`config.mk`:
```
export PLATFORM = sky130hd
export DESIGN_NAME = ucr_channel
export DESIGN_NICKNAME = d
export VERILOG_FILES = /design/src/verilog/ucr_pkg.sv /design/src/verilog/ucr_queue_if.sv /design/src/verilog/ucr_byte_queue.sv /design/src/verilog/ucr_rx_shifter.sv /design/src/verilog/ucr_channel.sv
export SDC_FILE = /design/constraint.sdc
export NUM_CORES = 1
export LEC_CHECK = 0
export ABC_AREA = 1
export BUFFER_PORTS_ARGS = -buffer_cell sky130_fd_sc_hd__buf_2
export CORE_ASPECT_RATIO = 1.2
export CORE_MARGIN = 4
export CORE_UTILIZATION = 43
export DETAILED_ROUTE_END_ITERATION = 6
export PLACE_DENSITY = 0.6
export SLEW_MARGIN = 5
export SYNTH_ARGS = -nofsm -noshare
export SYNTH_HDL_FRONTEND = slang
export SYNTH_SLANG_ARGS = --single-unit
```
`constraint.sdc`:
```
create_clock -name sys_clk -period 6.3 [get_ports sys_clk]
set_input_delay 1.26 -clock sys_clk [delete_from_list [all_inputs] [get_ports sys_clk]]
set_output_delay 1.26 -clock sys_clk [all_outputs]
set_load 0.05 [all_outputs]
```
`src/verilog/ucr_pkg.sv`:
```
// Shared constants and types for the UART channel register front end
package ucr_pkg;

    // ==========================================================
    // Register offsets on the three-bit host address
    localparam logic [2:0] OFS_DATA      = 3'h0;
    localparam logic [2:0] OFS_IRQ_EN    = 3'h1;
    localparam logic [2:0] OFS_IDENT     = 3'h2;
    localparam logic [2:0] OFS_LINE_CTL  = 3'h3;
    localparam logic [2:0] OFS_MODEM_CTL = 3'h4;
    localparam logic [2:0] OFS_LINE_STAT = 3'h5;
    localparam logic [2:0] OFS_MODEM_STA = 3'h6;
    localparam logic [2:0] OFS_SCRATCH   = 3'h7;
    localparam logic [2:0] OFS_RESUME_1  = 3'h4;
    localparam logic [2:0] OFS_RESUME_2  = 3'h5;
    localparam logic [2:0] OFS_PAUSE_1   = 3'h6;
    localparam logic [2:0] OFS_PAUSE_2   = 3'h7;

    // ==========================================================
    // Field positions
    localparam int LINE_DIV_BIT  = 7;
    localparam int ENH_ON_BIT    = 4;
    localparam int FIFO_ON_BIT   = 0;
    localparam int EN_RX_DATA    = 0;
    localparam int EN_TX_EMPTY   = 1;
    localparam int EN_LINE_STAT  = 2;
    localparam int EN_MODEM      = 3;
    localparam int EN_SLEEP      = 4;
    localparam int EN_PAUSE      = 5;
    localparam int EN_RTS_RISE   = 6;
    localparam int EN_CTS_RISE   = 7;
    localparam int ALT_USED_BITS = 3;

    // ==========================================================
    // Codes, masks and reset values
    localparam logic [7:0] LINE_ENHANCED = 8'hBF;
    localparam logic [7:0] EN_BASE_MASK  = 8'h0F;
    localparam logic [7:0] EN_ENH_MASK   = 8'hE0;
    localparam logic [7:0] RST_ZERO      = 8'h00;
    localparam logic [7:0] RST_SCRATCH   = 8'hFF;
    localparam logic [7:0] RST_IDENT     = 8'h01;
    localparam logic [2:0] ID_LINE       = 3'h3;
    localparam logic [2:0] ID_RX_DATA    = 3'h2;
    localparam logic [2:0] ID_RX_TIMEOUT = 3'h6;
    localparam logic [2:0] ID_TX_EMPTY   = 3'h1;
    localparam logic [2:0] ID_NONE       = 3'h0;
    // Arbitrary neutral revision value
    localparam logic [7:0] REVISION_CODE = 8'h10;

    // ==========================================================
    // Queue depths of the two variants
    localparam int QUEUE_DEPTH_SMALL = 16;
    localparam int QUEUE_DEPTH_LARGE = 64;
    localparam int SHIFT_BITS        = 8;

    typedef enum logic [1:0] {
        BANK_NORMAL,
        BANK_DIVISOR,
        BANK_ENHANCED
    } ucr_bank_t;

endpackage : ucr_pkg

```
`src/verilog/ucr_queue_if.sv`:
```
// Byte queue handshake between the channel modules
`timescale 1ns/1ps
`default_nettype none
interface ucr_queue_if;
    logic       push;
    logic [7:0] pushData;
    logic       full;
    logic       pop;
    logic [7:0] popData;
    logic       empty;

    modport fill  (output push, output pushData, input full);
    modport drain (output pop, input popData, input empty);
    modport store (input push, input pushData, input pop,
                   output full, output popData, output empty);
endinterface : ucr_queue_if
`default_nettype wire

```
`src/verilog/ucr_byte_queue.sv`:
```
// Byte queue whose storage has no reset; reset clears only pointers and count
`timescale 1ns/1ps
`default_nettype none
module ucr_byte_queue #(
    parameter int DEPTH = ucr_pkg::QUEUE_DEPTH_SMALL
) (
    // Clock and reset
    input wire logic sys_clk,
    input wire logic reset_n,
    // Queue port
    ucr_queue_if.store q
);
    localparam int AW = $clog2(DEPTH);
    localparam logic [AW:0] FULL_COUNT = (AW + 1)'(DEPTH);

    typedef struct packed {
        logic [AW-1:0] wrPtr;
        logic [AW-1:0] rdPtr;
        logic [AW:0]   count;
    } ucr_queue_state_t;

    ucr_queue_state_t state_r;
    ucr_queue_state_t state_nxt;
    logic [7:0]       mem [DEPTH];
    logic             doPush;
    logic             doPop;

    assign q.full    = state_r.count == FULL_COUNT;
    assign q.empty   = state_r.count == '0;
    assign q.popData = mem[state_r.rdPtr];
    assign doPush    = q.push && !q.full;
    assign doPop     = q.pop && !q.empty;

    always_comb
    begin
        state_nxt = state_r;
        if (doPush)
            state_nxt.wrPtr = state_r.wrPtr + 1'b1;
        if (doPop)
            state_nxt.rdPtr = state_r.rdPtr + 1'b1;
        state_nxt.count = state_r.count + (AW + 1)'(doPush)
                        - (AW + 1)'(doPop);
    end

    always_ff @(posedge sys_clk or negedge reset_n)
    begin
        if (!reset_n)
            state_r <= '0;
        else
            state_r <= state_nxt;
    end

    // Storage has no reset so held bytes stay put
    always_ff @(posedge sys_clk)
    begin
        if (doPush)
            mem[state_r.wrPtr] <= q.pushData;
    end
endmodule : ucr_byte_queue
`default_nettype wire

```
`src/verilog/ucr_rx_shifter.sv`:
```
// Serial-to-parallel receive stage feeding the receive queue
`timescale 1ns/1ps
`default_nettype none
module ucr_rx_shifter (
    // Clock and reset
    input wire logic   sys_clk,
    input wire logic   reset_n,
    // Serial bits, least significant first
    input wire logic   serBit,
    input wire logic   serStb,
    // Queue side
    ucr_queue_if.fill  q
);
    typedef struct packed {
        logic [2:0] count;
        logic [7:0] shift;
        logic       pending;
        logic [7:0] byteOut;
    } ucr_shift_state_t;

    ucr_shift_state_t state_r;
    ucr_shift_state_t state_nxt;

    assign q.push     = state_r.pending;
    assign q.pushData = state_r.byteOut;

    always_comb
    begin
        state_nxt         = state_r;
        state_nxt.pending = 1'b0;
        if (serStb)
        begin
            state_nxt.shift = {serBit, state_r.shift[7:1]};
            state_nxt.count = state_r.count + 3'h1;
            if (state_r.count == 3'(ucr_pkg::SHIFT_BITS - 1))
            begin
                state_nxt.pending = 1'b1;
                state_nxt.byteOut = {serBit, state_r.shift[7:1]};
            end
        end
    end

    always_ff @(posedge sys_clk or negedge reset_n)
    begin
        if (!reset_n)
            state_r <= '0;
        else
            state_r <= state_nxt;
    end
endmodule : ucr_rx_shifter
`default_nettype wire

```
`src/verilog/ucr_channel.sv`:
```
// One UART channel: host register access and interrupt masking
//
// Behaviour
// - Receive path is an 8-bit shifter feeding a 16 or 64 byte queue.
// - Data offset writes enter transmit queue; reads there return receive data.
// - Reset keeps receive and transmit data bytes; only control state clears.
// - Seven separately controllable interrupt enable bits in the channel; enable bit 4 is the sleep enable.
// - Any single enabled source can drive the interrupt output alone.
// - Writing 1 to an enable bit unmasks its source; 0 masks it.
// - Masked sources show neither as pending nor on the interrupt output.
// - Line and modem status keep updating whatever the mask.
// - Enable bits 4 to 7 act only while enhanced bit 4 is set.
// - Enable bit 0 gates both data-available and time-out interrupts.
// - Identification value holds steady while the host reads it.
`timescale 1ns/1ps
`default_nettype none
module ucr_channel #(
    parameter bit LARGE_VARIANT = 1'b0
) (
    // Clock and master reset
    input  wire logic        sys_clk,
    input  wire logic        reset_n,
    // Host register port
    input  wire logic [2:0]  hostAddr,
    input  wire logic [7:0]  hostWrData,
    input  wire logic        hostWr,
    input  wire logic        hostRd,
    output logic      [7:0]  hostRdData,
    // Serial receive bits
    input  wire logic        rxSerBit,
    input  wire logic        rxSerStb,
    // Transmit byte stream
    output logic      [7:0]  txByte,
    output logic             txValid,
    input  wire logic        txTake,
    // Status and event inputs
    input  wire logic [7:0]  lineStatusIn,
    input  wire logic [7:0]  modemStatusIn,
    input  wire logic        lineStatusEvt,
    input  wire logic        modemStatusEvt,
    input  wire logic        rxTimeoutEvt,
    input  wire logic        pauseCharEvt,
    input  wire logic        rtsRiseEvt,
    input  wire logic        ctsRiseEvt,
    // Interrupt and configuration outputs
    output logic             interruptOutput,
    output logic             sleepMode,
    output logic      [15:0] divisorOut,
    output logic      [7:0]  lineControl,
    output logic      [7:0]  modemControl,
    output logic      [7:0]  alternateFunction,
    output logic      [7:0]  enhancedFeatures,
    output logic      [15:0] resumeChars,
    output logic      [15:0] pauseChars
);
    localparam int DEPTH = LARGE_VARIANT ? ucr_pkg::QUEUE_DEPTH_LARGE
                                         : ucr_pkg::QUEUE_DEPTH_SMALL;

    // ==========================================================
    // State
    typedef struct packed {
        logic [7:0] lineCtl;
        logic [7:0] modemCtl;
        logic [7:0] scratch;
        logic [7:0] irqEnable;
        logic [7:0] enhanced;
        logic [7:0] altFunc;
        logic       fifosOn;
        logic [7:0] divLow;
        logic [7:0] divHigh;
        logic [7:0] resume1;
        logic [7:0] resume2;
        logic [7:0] pause1;
        logic [7:0] pause2;
        logic [7:0] identHold;
        logic [7:0] rdData;
        logic       irq;
        logic       sleep;
        logic       txValid;
    } ucr_ctrl_t;

    typedef struct packed {
        logic [7:0] rxHold;
        logic [7:0] txHold;
        logic [7:0] txOut;
    } ucr_data_t;

    ucr_ctrl_t ctrl_r;
    ucr_ctrl_t ctrl_nxt;
    ucr_data_t data_r;
    ucr_data_t data_nxt;

    ucr_queue_if rxQ ();
    ucr_queue_if txQ ();

    // ==========================================================
    // Register bank decode from line control
    function automatic ucr_pkg::ucr_bank_t bankOf(input logic [7:0] line_control);
        if (line_control == ucr_pkg::LINE_ENHANCED)
            bankOf = ucr_pkg::BANK_ENHANCED;
        else if (line_control[ucr_pkg::LINE_DIV_BIT])
            bankOf = ucr_pkg::BANK_DIVISOR;
        else
            bankOf = ucr_pkg::BANK_NORMAL;
    endfunction : bankOf

    // ==========================================================
    // Queues and receive shifter
    ucr_rx_shifter u_rx_shifter (
        .sys_clk (sys_clk),
        .reset_n (reset_n),
        .serBit  (rxSerBit),
        .serStb  (rxSerStb),
        .q       (rxQ.fill)
    );

    ucr_byte_queue #(.DEPTH(DEPTH)) u_rx_queue (
        .sys_clk (sys_clk),
        .reset_n (reset_n),
        .q       (rxQ.store)
    );

    ucr_byte_queue #(.DEPTH(DEPTH)) u_tx_queue (
        .sys_clk (sys_clk),
        .reset_n (reset_n),
        .q       (txQ.store)
    );

    // ==========================================================
    // Interrupt sources and masking
    ucr_pkg::ucr_bank_t bank;
    logic [7:0]         irqSrc;
    logic [7:0]         effMask;
    logic [7:0]         pending;
    logic [2:0]         identCode;
    logic [7:0]         identNow;
    logic               dataWr;
    logic               dataRd;
    logic               identRd;
    logic               txLoad;

    assign bank = bankOf(ctrl_r.lineCtl);

    always_comb
    begin
        irqSrc                        = '0;
        irqSrc[ucr_pkg::EN_RX_DATA]   = !rxQ.empty || rxTimeoutEvt;
        irqSrc[ucr_pkg::EN_TX_EMPTY]  = txQ.empty && !ctrl_r.txValid;
        irqSrc[ucr_pkg::EN_LINE_STAT] = lineStatusEvt;
        irqSrc[ucr_pkg::EN_MODEM]     = modemStatusEvt;
        irqSrc[ucr_pkg::EN_PAUSE]     = pauseCharEvt;
        irqSrc[ucr_pkg::EN_RTS_RISE]  = rtsRiseEvt;
        irqSrc[ucr_pkg::EN_CTS_RISE]  = ctsRiseEvt;
        effMask = ucr_pkg::EN_BASE_MASK;
        if (ctrl_r.enhanced[ucr_pkg::ENH_ON_BIT])
            effMask = effMask | ucr_pkg::EN_ENH_MASK;
        pending = irqSrc & ctrl_r.irqEnable & effMask;
    end

    always_comb
    begin
        identCode = ucr_pkg::ID_NONE;
        if (pending[ucr_pkg::EN_LINE_STAT])
            identCode = ucr_pkg::ID_LINE;
        else if (pending[ucr_pkg::EN_RX_DATA])
            identCode = rxQ.empty ? ucr_pkg::ID_RX_TIMEOUT
                                  : ucr_pkg::ID_RX_DATA;
        else if (pending[ucr_pkg::EN_TX_EMPTY])
            identCode = ucr_pkg::ID_TX_EMPTY;
        identNow = {{2{ctrl_r.fifosOn}},
                    pending[ucr_pkg::EN_RTS_RISE]
                        || pending[ucr_pkg::EN_CTS_RISE],
                    pending[ucr_pkg::EN_PAUSE],
                    identCode,
                    ~|pending};
    end

    // ==========================================================
    // Host access decode
    assign dataWr  = hostWr && hostAddr == ucr_pkg::OFS_DATA
                  && bank == ucr_pkg::BANK_NORMAL;
    assign dataRd  = hostRd && hostAddr == ucr_pkg::OFS_DATA
                  && bank == ucr_pkg::BANK_NORMAL;
    assign identRd = hostRd && hostAddr == ucr_pkg::OFS_IDENT
                  && bank == ucr_pkg::BANK_NORMAL;
    assign txLoad  = !ctrl_r.txValid || txTake;

    assign txQ.push     = dataWr;
    assign txQ.pushData = hostWrData;
    assign txQ.pop      = txLoad && !txQ.empty;
    assign rxQ.pop      = dataRd && !rxQ.empty;

    // ==========================================================
    // Next state
    always_comb
    begin
        ctrl_nxt = ctrl_r;
        data_nxt = data_r;

        if (!identRd)
            ctrl_nxt.identHold = identNow;

        if (hostWr)
        begin
            unique case (bank)
                ucr_pkg::BANK_DIVISOR:
                    if (hostAddr == ucr_pkg::OFS_DATA)
                        ctrl_nxt.divLow = hostWrData;
                    else if (hostAddr == ucr_pkg::OFS_IRQ_EN)
                        ctrl_nxt.divHigh = hostWrData;
                    else if (hostAddr == ucr_pkg::OFS_IDENT)
                        ctrl_nxt.altFunc = {5'h0,
                            hostWrData[ucr_pkg::ALT_USED_BITS-1:0]};
                ucr_pkg::BANK_ENHANCED:
                    if (hostAddr == ucr_pkg::OFS_IDENT)
                        ctrl_nxt.enhanced = hostWrData;
                    else if (hostAddr == ucr_pkg::OFS_RESUME_1)
                        ctrl_nxt.resume1 = hostWrData;
                    else if (hostAddr == ucr_pkg::OFS_RESUME_2)
                        ctrl_nxt.resume2 = hostWrData;
                    else if (hostAddr == ucr_pkg::OFS_PAUSE_1)
                        ctrl_nxt.pause1 = hostWrData;
                    else if (hostAddr == ucr_pkg::OFS_PAUSE_2)
                        ctrl_nxt.pause2 = hostWrData;
                ucr_pkg::BANK_NORMAL:
                    if (hostAddr == ucr_pkg::OFS_DATA)
                        data_nxt.txHold = hostWrData;
                    else if (hostAddr == ucr_pkg::OFS_IRQ_EN)
                        ctrl_nxt.irqEnable = hostWrData;
                    else if (hostAddr == ucr_pkg::OFS_IDENT)
                        ctrl_nxt.fifosOn = hostWrData[ucr_pkg::FIFO_ON_BIT];
                    else if (hostAddr == ucr_pkg::OFS_MODEM_CTL)
                        ctrl_nxt.modemCtl = hostWrData;
                    else if (hostAddr == ucr_pkg::OFS_SCRATCH)
                        ctrl_nxt.scratch = hostWrData;
                default: ;
            endcase
            if (hostAddr == ucr_pkg::OFS_LINE_CTL)
                ctrl_nxt.lineCtl = hostWrData;
        end

        if (rxQ.pop)
            data_nxt.rxHold = rxQ.popData;

        if (hostRd)
        begin
            ctrl_nxt.rdData = '0;
            if (hostAddr == ucr_pkg::OFS_LINE_CTL)
                ctrl_nxt.rdData = ctrl_r.lineCtl;
            else
            begin
                unique case (bank)
                    ucr_pkg::BANK_DIVISOR:
                        if (hostAddr == ucr_pkg::OFS_DATA)
                            ctrl_nxt.rdData =
                                ({ctrl_r.divHigh, ctrl_r.divLow} == '0)
                                ? ucr_pkg::REVISION_CODE : ctrl_r.divLow;
                        else if (hostAddr == ucr_pkg::OFS_IRQ_EN)
                            ctrl_nxt.rdData = ctrl_r.divHigh;
                        else if (hostAddr == ucr_pkg::OFS_IDENT)
                            ctrl_nxt.rdData = ctrl_r.altFunc;
                    ucr_pkg::BANK_ENHANCED:
                        if (hostAddr == ucr_pkg::OFS_IDENT)
                            ctrl_nxt.rdData = ctrl_r.enhanced;
                        else if (hostAddr == ucr_pkg::OFS_RESUME_1)
                            ctrl_nxt.rdData = ctrl_r.resume1;
                        else if (hostAddr == ucr_pkg::OFS_RESUME_2)
                            ctrl_nxt.rdData = ctrl_r.resume2;
                        else if (hostAddr == ucr_pkg::OFS_PAUSE_1)
                            ctrl_nxt.rdData = ctrl_r.pause1;
                        else if (hostAddr == ucr_pkg::OFS_PAUSE_2)
                            ctrl_nxt.rdData = ctrl_r.pause2;
                    ucr_pkg::BANK_NORMAL:
                        unique case (hostAddr)
                            ucr_pkg::OFS_DATA:
                                ctrl_nxt.rdData = rxQ.empty ? data_r.rxHold
                                                : rxQ.popData;
                            ucr_pkg::OFS_IRQ_EN:
                                ctrl_nxt.rdData = ctrl_r.irqEnable;
                            ucr_pkg::OFS_IDENT:
                                ctrl_nxt.rdData = ctrl_r.identHold;
                            ucr_pkg::OFS_MODEM_CTL:
                                ctrl_nxt.rdData = ctrl_r.modemCtl;
                            ucr_pkg::OFS_LINE_STAT:
                                ctrl_nxt.rdData = lineStatusIn;
                            ucr_pkg::OFS_MODEM_STA:
                                ctrl_nxt.rdData = modemStatusIn;
                            ucr_pkg::OFS_SCRATCH:
                                ctrl_nxt.rdData = ctrl_r.scratch;
                            default: ;
                        endcase
                    default: ;
                endcase
            end
        end

        if (txLoad)
        begin
            ctrl_nxt.txValid = !txQ.empty;
            if (!txQ.empty)
                data_nxt.txOut = txQ.popData;
        end

        ctrl_nxt.irq   = |pending;
        ctrl_nxt.sleep = ctrl_r.irqEnable[ucr_pkg::EN_SLEEP]
                      && ctrl_r.enhanced[ucr_pkg::ENH_ON_BIT];
    end

    // ==========================================================
    // Registers
    always_ff @(posedge sys_clk or negedge reset_n)
    begin
        if (!reset_n)
        begin
            ctrl_r           <= '0;
            ctrl_r.scratch   <= ucr_pkg::RST_SCRATCH;
            ctrl_r.identHold <= ucr_pkg::RST_IDENT;
        end
        else
            ctrl_r <= ctrl_nxt;
    end

    // Data bytes have no reset
    always_ff @(posedge sys_clk)
    begin
        data_r <= data_nxt;
    end

    // ==========================================================
    // Outputs
    assign hostRdData        = ctrl_r.rdData;
    assign txByte            = data_r.txOut;
    assign txValid           = ctrl_r.txValid;
    assign interruptOutput   = ctrl_r.irq;
    assign sleepMode         = ctrl_r.sleep;
    assign divisorOut        = {ctrl_r.divHigh, ctrl_r.divLow};
    assign lineControl       = ctrl_r.lineCtl;
    assign modemControl      = ctrl_r.modemCtl;
    assign alternateFunction = ctrl_r.altFunc;
    assign enhancedFeatures  = ctrl_r.enhanced;
    assign resumeChars       = {ctrl_r.resume2, ctrl_r.resume1};
    assign pauseChars        = {ctrl_r.pause2, ctrl_r.pause1};
endmodule : ucr_channel
`default_nettype wire

```
==> results of run 1 <==
## kinds of logic (layout without fill, tap and decap cells)
family / after synthesis / in the layout / synth area share [%]
other: 1 / 8 / 0.01962
AO/OA/AOI/OAI: 257 / 257 / 7.724
adder cells (fa/ha/maj): 26 / 26 / 1.780
XOR/XNOR: 21 / 21 / 0.9622
AND/OR/NAND/NOR: 771 / 771 / 16.33
multiplexers: 28 / 28 / 1.479
flip-flops: 427 / 427 / 63.08
buffers and inverters: 330 / 376 / 8.627
## routing by layer
metal | wire (um) | part of all wire (%) | vias to the layer above
met5 | 0 | 0 | -
met3 | 2419 | 5.0 | 88
met4 | 1624 | 3.4 | 0
li1 | - | - | 6173
met2 | 23860 | 50 | 412
met1 | 20010 | 42 | 6323
## state kept, by name, summed over array words and instances, names as in the netlist, 10 cells and up
signal,flops
u_rx_queue.mem,128
u_tx_queue.mem,128
ctrl_r,24
divisorOut,16
pauseChars,16
resumeChars,16
u_rx_queue.state_r,13
u_tx_queue.state_r,13
u_rx_shifter.state_r,10
## final timing paths
| path | from | end | slack, ns | depth (start not counted) |
|---|---|---|---|---|
| max | hostAddr[2] | u_rx_queue.state_r[4]$_DFF_PN0_ | 2.68 | 14 |
| min reg2reg | u_rx_shifter.state_r[17]$_DFFE_PN0P_ | u_rx_shifter.state_r[17]$_DFFE_PN0P_ | 0.48 | 1 |
| min in group asynchronous | reset_n | u_rx_shifter.state_r[17]$_DFFE_PN0P_ | 0.74 | 1 |
| min | u_rx_shifter.state_r[17]$_DFFE_PN0P_ | u_rx_shifter.state_r[17]$_DFFE_PN0P_ | 0.48 | 1 |
| max reg2reg | u_rx_queue.state_r[3]$_DFF_PN0_ | u_rx_queue.state_r[4]$_DFF_PN0_ | 2.86 | 13 |
| max in group asynchronous | reset_n | u_tx_queue.state_r[5]$_DFFE_PN0P_ | 4.43 | 2 |
## Yosys cell counts (4+ instances only)
| cell type | n | area [um2] |
|---|---|---|
| a21oi_1 | 13 | 65.06 |
| inv_1 | 136 | 510.5 |
| o221ai_1 | 26 | 227.7 |
| a22oi_1 | 4 | 30.03 |
| clkinv_1 | 5 | 18.77 |
| buf_1 | 6 | 22.52 |
| nand3_1 | 112 | 560.5 |
| buf_4 | 99 | 743.2 |
| nor2_1 | 121 | 454.2 |
| a22o_1 | 5 | 43.79 |
| a31oi_1 | 6 | 37.54 |
| clkbuf_1 | 41 | 153.9 |
| o21ai_1 | 7 | 35.03 |
| xor2_1 | 19 | 166.4 |
| mux2i_1 | 26 | 260.3 |
| inv_2 | 12 | 45.04 |
| o32ai_1 | 5 | 43.79 |
| o211ai_1 | 8 | 60.06 |
| edfxtp_1 | 272 | 8168 |
| ha_1 | 24 | 300.3 |
| dfstp_2 | 9 | 236.5 |
| nor3_1 | 10 | 50.05 |
| nand4_1 | 8 | 50.05 |
| dfrtp_1 | 146 | 3654 |
| buf_2 | 31 | 155.2 |
| o21ai_0 | 176 | 880.8 |
| nand2_1 | 509 | 1911 |
## metrics by stage
| stage | total power [mW] | setup slack (ns) | cells | hold WS (ns) | area (um2) |
|---|---|---|---|---|---|
| final | 9.037 | 2.681 | 2473 | 0.4773 | 21030 |
| after global routing | 9.537 | 2.530 | 2473 | 0.4910 | 21030 |
| after CTS | 9.112 | 2.724 | 2470 | 0.4801 | 21020 |
| after detailed placement | 6.357 | 2.118 | 2389 | 0.4685 | 19500 |
| after global placement | 6.309 | 2.265 | 2389 | 0.4634 | 19500 |
| after floorplan | 5.685 | 2.916 | 1865 | 0.4422 | 19130 |
## final cells by class
| class | instances | area share, % |
|---|---|---|
| flip-flops and latches | 427 | 57.36 |
| repair buffers | 142 | 3.517 |
| clock inverters | 29 | 1.660 |
| inverters | 153 | 2.731 |
| well taps | 559 | 3.326 |
| clock buffers | 52 | 5.582 |
| diodes | 3 | 0.03570 |
| multi-input cells | 1108 | 25.79 |
## power breakdown
group          switching (mW)  total [mW]  leakage [nW]  internal [mW]
registers               0.362        3.77          4.44           3.41
clock network            1.08        2.74         0.739           1.66
logic                    1.80        2.52          3.90          0.725
total                    3.24        9.04          9.09           5.79
==> reports/metrics.yaml, run 1 <==
sta:
  min_period_ns: 3.619
  worstMarginPinSlew_ns: 1.187
  skew_ns: 0.01874
  drv_slew: 0
  finalSetupViolations: 0
  max_slew_margin_pct: 20.79
  hold_viol_final: 0
  max_clock_freq_mhz: 276.3
  rsz0062_at_grt: "false"
  tns_ns: 0
  fin_crit_sh_pct: 57.45
grt:
  grt_max_degree: 92
  groute.layer.met1.usage_pct: 25.29
  track_usage_pct: 19.55
  antenna_found_initial: 3
  grt_pass1_vias: 12510
  grtUsageMet2_pct: 33.78
  globalRouteOverflowTotal: 0
  busiest_layer: "met2"
  grt_pass1_wl_um: 73310
  grt_util_met3_pct: 3.012
setup_path:
  critPathRequiredTime_ns: 6.79
  crit_chain: "buf_2 > nor2_2 > nand2_1 > inv_2 > nand3_1 > inv_1 > ha_1 > inv_1 > ha_1 > fa_1 > a21oi_1 > nor2_1 > nor2_1 > xor2_1"
  start_kind: "primary input"
  cp-end-kind: "register"
  crit_fanout: 14
  slowest_stage: "fa_1"
  worstSetupPathType: "in -> reg"
  path_buf_inv: 4
  worstPathArrival_ns: 4.11
  timing.critical_path.slowest_cell_delay_ns: 0.45
  path_delay_family: "buffers and inverters"
placement:
  port_buffers: 133
  hpwlAfterDp_um: 32180
  gp_congestion: 0.9230
synthesis:
  ys_ff_latch: 427
  syn_area_um2: 19110
  ys_async_sr_fraction_pct: 36.30
  postSynthAreaPerCell_um2: 10.27
  yosysSeqAreaShare_pct: 63.08
  ys.flop_type: "edfxtp_1"
  synth-edff-count: 272
  synth_cells: 1861
  yosysWarnings: 0
  synth_cell_type_count: 42
cells_and_area:
  ff_latch_area_um2: 12060
  drive_gt1_share_pct: 12.56
  multi_input_area_um2: 5423
  fill_cells: 4067
  areaGrowthSynthToFinish_pct: 10.00
  final_common_cell: "nand2_1"
  final_core_util_pct: 47.86
  nNetsFinal: 1942
  layout_common_cells: "nand2_1 (509), edfxtp_1 (272), o21ai_0 (176)"
die:
  initial_core_util_pct: 43.51
  core-area_um2: 43930
  fp.dieW_um: 200.5
  dieArea_um2: 47900
  die-height_um: 239.0
  rows: 84
  ios: 139
clocking:
  insertion_delay_ns: 0.57
  htreeDepth: 2
  post-cts-setup-buffers: 0
  cts_hold_buffers: 0
  cts_resized: 0
  cts_sinks: 427
  clk_pin_slew_ns: 0.06
  numCtsBuffers: 44
  cts_tree: "built"
  ctsRootBufferMaster: "clkbuf_16"
  cts_buffer_depth: 3
detailed_routing:
  drc: 0
  detail_route.wl_per_cell_um: 19.38
  dr.pass1.iters: 5
  detailroute.via_count: 13000
  postRouteWirelength_um: 47920
  first_iter_violations: 1019
  vias_per_cell: 5.255
  ant_nets: 0
outcome:
  status: "completed"
pwr:
  p_leak_nw: 9.087
  peakVddDrop_mv: 0.2440
  power.density_nw_per_um2: 429.8
job:
  maxCapViolations: 0
min_path:
  hp-class: "reg -> reg"
Power figures use the tool's default switching activity.
==> run 2, diff against run 1 <==
==> constraint.sdc (replaced) <==
create_clock -name sys_clk -period 3.7 [get_ports sys_clk]
set_input_delay 0.74 -clock sys_clk [delete_from_list [all_inputs] [get_ports sys_clk]]
set_output_delay 0.74 -clock sys_clk [all_outputs]
set_load 0.05 [all_outputs]
==> run 2 against run 1 <==
First-iteration DRC count up 2.8%; register-to-register slack worse by 2.0 ns; sequential share of layout area down 0.45 points; critical endpoint is now u_tx_queue.state_r[4]$_DFF_PN0_; critical path type is now reg -> reg; via count shrank 0.35%.
==> reports/metrics.yaml, run 2 (synthesized netlist as in run 1, its figures left out) <==
clocking:
  cts_buffer_depth: 3  # unchanged
  post-cts-setup-buffers: 0  # unchanged
  cts_sinks: 427  # unchanged
  insertion_delay_ns: 0.58  # was 0.57 ns
  numCtsBuffers: 46  # was 44
  clk_pin_slew_ns: 0.06  # about the same
  cts_hold_buffers: 0  # unchanged
  cts_tree: "built"  # unchanged
  cts_resized: 0  # unchanged
  ctsRootBufferMaster: "clkbuf_16"  # unchanged
  htreeDepth: 2  # unchanged
cells_and_area:
  drive_gt1_share_pct: 13.25  # was 12.56%
  final_common_cell: "nand2_1"  # unchanged
  largest_registers: "u_rx_queue.mem x128, u_tx_queue.mem x128, ctrl_r x24"  # unchanged
  areaGrowthSynthToFinish_pct: 10.87  # was 10.00%
  layout_common_cells: "nand2_1 (509), edfxtp_1 (272), o21ai_0 (176)"  # unchanged
  fill_cells: 4009  # was 4067
  ff_latch_area_um2: 12060  # unchanged
  fin_area_um2: 21190  # was 21030 um2
  multi_input_area_um2: 5423  # unchanged
  nNetsFinal: 1953  # was 1942
setup_path:
  critPathRequiredTime_ns: 4.14  # was 6.79 ns
  cp_common_cell: "inv_1"
  crit_chain: "inv_1 > ha_1 > nand4_1 > nand2_1 > inv_1 > ha_1 > inv_1 > ha_1 > inv_1 > fa_1 > o21ai_0 > a21oi_1 > xor2_1"  # was buf_2 > nor2_2 > nand2_1 > inv_2 > nand3_1 > inv_1 > ha_1 > inv_1 > ha_1 > fa_1 > a21oi_1 > nor2_1 > nor2_1 > xor2_1
  cp-startpoint: "u_tx_queue.state_r[2]$_DFF_PN0_"  # was hostAddr[2]
  timing.critical_path.slowest_cell_delay_ns: 0.42  # was 0.45 ns
  start_kind: "register"  # was primary input
  ff2ff_setup_slack_ns: 0.89  # was 2.86 ns
  cp-end-kind: "register"  # unchanged
  worstSetupPathType: "reg -> reg"  # was in -> reg
  path_buf_inv: 4  # unchanged
  path_delay_family: "adder cells"  # was buffers and inverters
  rr_worst_depth: 13  # unchanged
  worstPathArrival_ns: 3.24  # was 4.11 ns
  timing.rr.start: "u_tx_queue.state_r[2]$_DFF_PN0_"  # was u_rx_queue.state_r[3]$_DFF_PN0_
  reg2reg_to: "u_tx_queue.state_r[4]$_DFF_PN0_"  # was u_rx_queue.state_r[4]$_DFF_PN0_
  crit_fanout: 12  # was 14
  slowest_stage: "fa_1"  # unchanged
pwr:
  peakVddDrop_mv: 0.4547  # was 0.2440 mV
  power.density_nw_per_um2: 733.3  # was 429.8 nW/um2
  power_mw: 15.54  # was 9.037 mW
  p_leak_nw: 9.166  # was 9.087 nW
die:
  fp.dieW_um: 200.5  # unchanged
  rows: 84  # unchanged
  core-area_um2: 43930  # unchanged
  initial_core_util_pct: 43.51  # unchanged
  dieArea_um2: 47900  # unchanged
  die-height_um: 239.0  # unchanged
  ios: 139  # unchanged
sta:
  tns_ns: 0  # unchanged
  fin_crit_sh_pct: 75.82
  drv_slew: 0  # unchanged
  skew_ns: 0.02791  # was 0.01874 ns
  worstMarginPinSlew_ns: 1.115  # was 1.187 ns
  rsz0062_at_grt: "false"  # unchanged
  min_period_ns: 2.805
  finalSetupViolations: 0  # unchanged
  setup_slack_ns: 0.8948  # was 2.681 ns
  hold_viol_final: 0  # unchanged
  max_slew_margin_pct: 25.19  # was 20.79%
  max_clock_freq_mhz: 356.5
detailed_routing:
  ant_nets: 0  # unchanged
  vias_per_cell: 5.210  # was 5.255
  postRouteWirelength_um: 48450  # was 47920 um
  first_iter_violations: 1048  # was 1019
  dr.pass1.iters: 5  # unchanged
  detail_route.wl_per_cell_um: 19.49  # was 19.38 um
  drc: 0  # unchanged
  detailroute.via_count: 12950  # was 13.00k
placement:
  preCtsSetupSlack_ns: 0.4622  # was 2.118 ns
  hpwlAfterDp_um: 32620  # was 32180 um
  gp_congestion: 0.9163  # was 0.9230
  port_buffers: 133  # unchanged
  place_area_um2: 19580  # was 19500 um2
grt:
  track_usage_pct: 19.74  # was 19.55%
  grt_pass1_vias: 12460  # was 12.51k
  globalRouteOverflowTotal: 0  # unchanged
  antenna_found_initial: 4  # was 3
  grt_pass1_wl_um: 73640  # was 73310 um
  grt_max_degree: 68  # was 92
job:
  maxCapViolations: 0  # unchanged
outcome:
  status: "completed"  # unchanged
min_path:
  hp-class: "in -> async"  # was reg -> reg
==> run 2: changes by cell type in the layout (fill, tap and decap cells not counted), sizes merged <==
cell,delta
clkbuf,+15
clkinv,-11
buf,+9
bufinv,-1
clkinvlp,+1
==> run 2: layer usage <==
layer	vias up	global-route usage [%]	routed length, um
li1	6192	-	-
met1	6226	26.02	20430
met2	432	32.94	23600
met3	101	3.528	2802
met4	0	7.553	1609
met5	-	0	0
==> run 2: worst max-delay path by stage <==
stage                                      end  cells after the start
2_1_floorplan  u_rx_queue.state_r[4]$_DFF_PN0_                     13
3_3_place_gp   u_rx_queue.state_r[4]$_DFF_PN0_                     14
3_5_place_dp   u_rx_queue.state_r[4]$_DFF_PN0_                     14
4_1_cts        u_tx_queue.state_r[4]$_DFF_PN0_                     13
5_1_grt        u_tx_queue.state_r[4]$_DFF_PN0_                     13
6_report       u_tx_queue.state_r[4]$_DFF_PN0_                     13
==> run 2: final cells by class <==
type / instances / area share [%]
Timing Repair Buffer: 151 / 3.867
Inverter: 153 / 2.710
Sequential cell: 427 / 56.91
Multi-Input combinational cell: 1108 / 25.59
Clock buffer: 67 / 6.240
Antenna cell: 3 / 0.03542
Tap cell: 559 / 3.300
Clock inverter: 18 / 1.352
==> run 2: metrics by stage <==
| stage | hold slack, ns | utilization, % | std cells |
|---|---|---|---|
| after floorplan | 0.4422 | - | 1865 |
| after global placement | 0.4624 | 44.56 | 2398 |
| after detailed placement | 0.4645 | 44.56 | 2398 |
| after CTS | 0.1484 | 48.22 | 2483 |
| after global routing | 0.1637 | 48.24 | 2486 |
| final | 0.1399 | 48.24 | 2486 |
==> run 2: worst reg2reg max path: stages (launching register included) <==
cell and delay (ns):
dfrtp_1 0.34, inv_1 0.06, ha_1 0.22, nand4_1 0.14
nand2_1 0.13, inv_1 0.38, ha_1 0.31, inv_1 0.06
ha_1 0.15, inv_1 0.06, fa_1 0.42, o21ai_0 0.18
a21oi_1 0.10, xor2_1 0.14
==> run 2: power by group <==
group	internal, mW	total, mW	switching [mW]
clock network	2.98	4.85	1.87
registers	5.81	6.39	0.585
logic	1.26	4.30	3.04
total	10.0	15.5	5.49
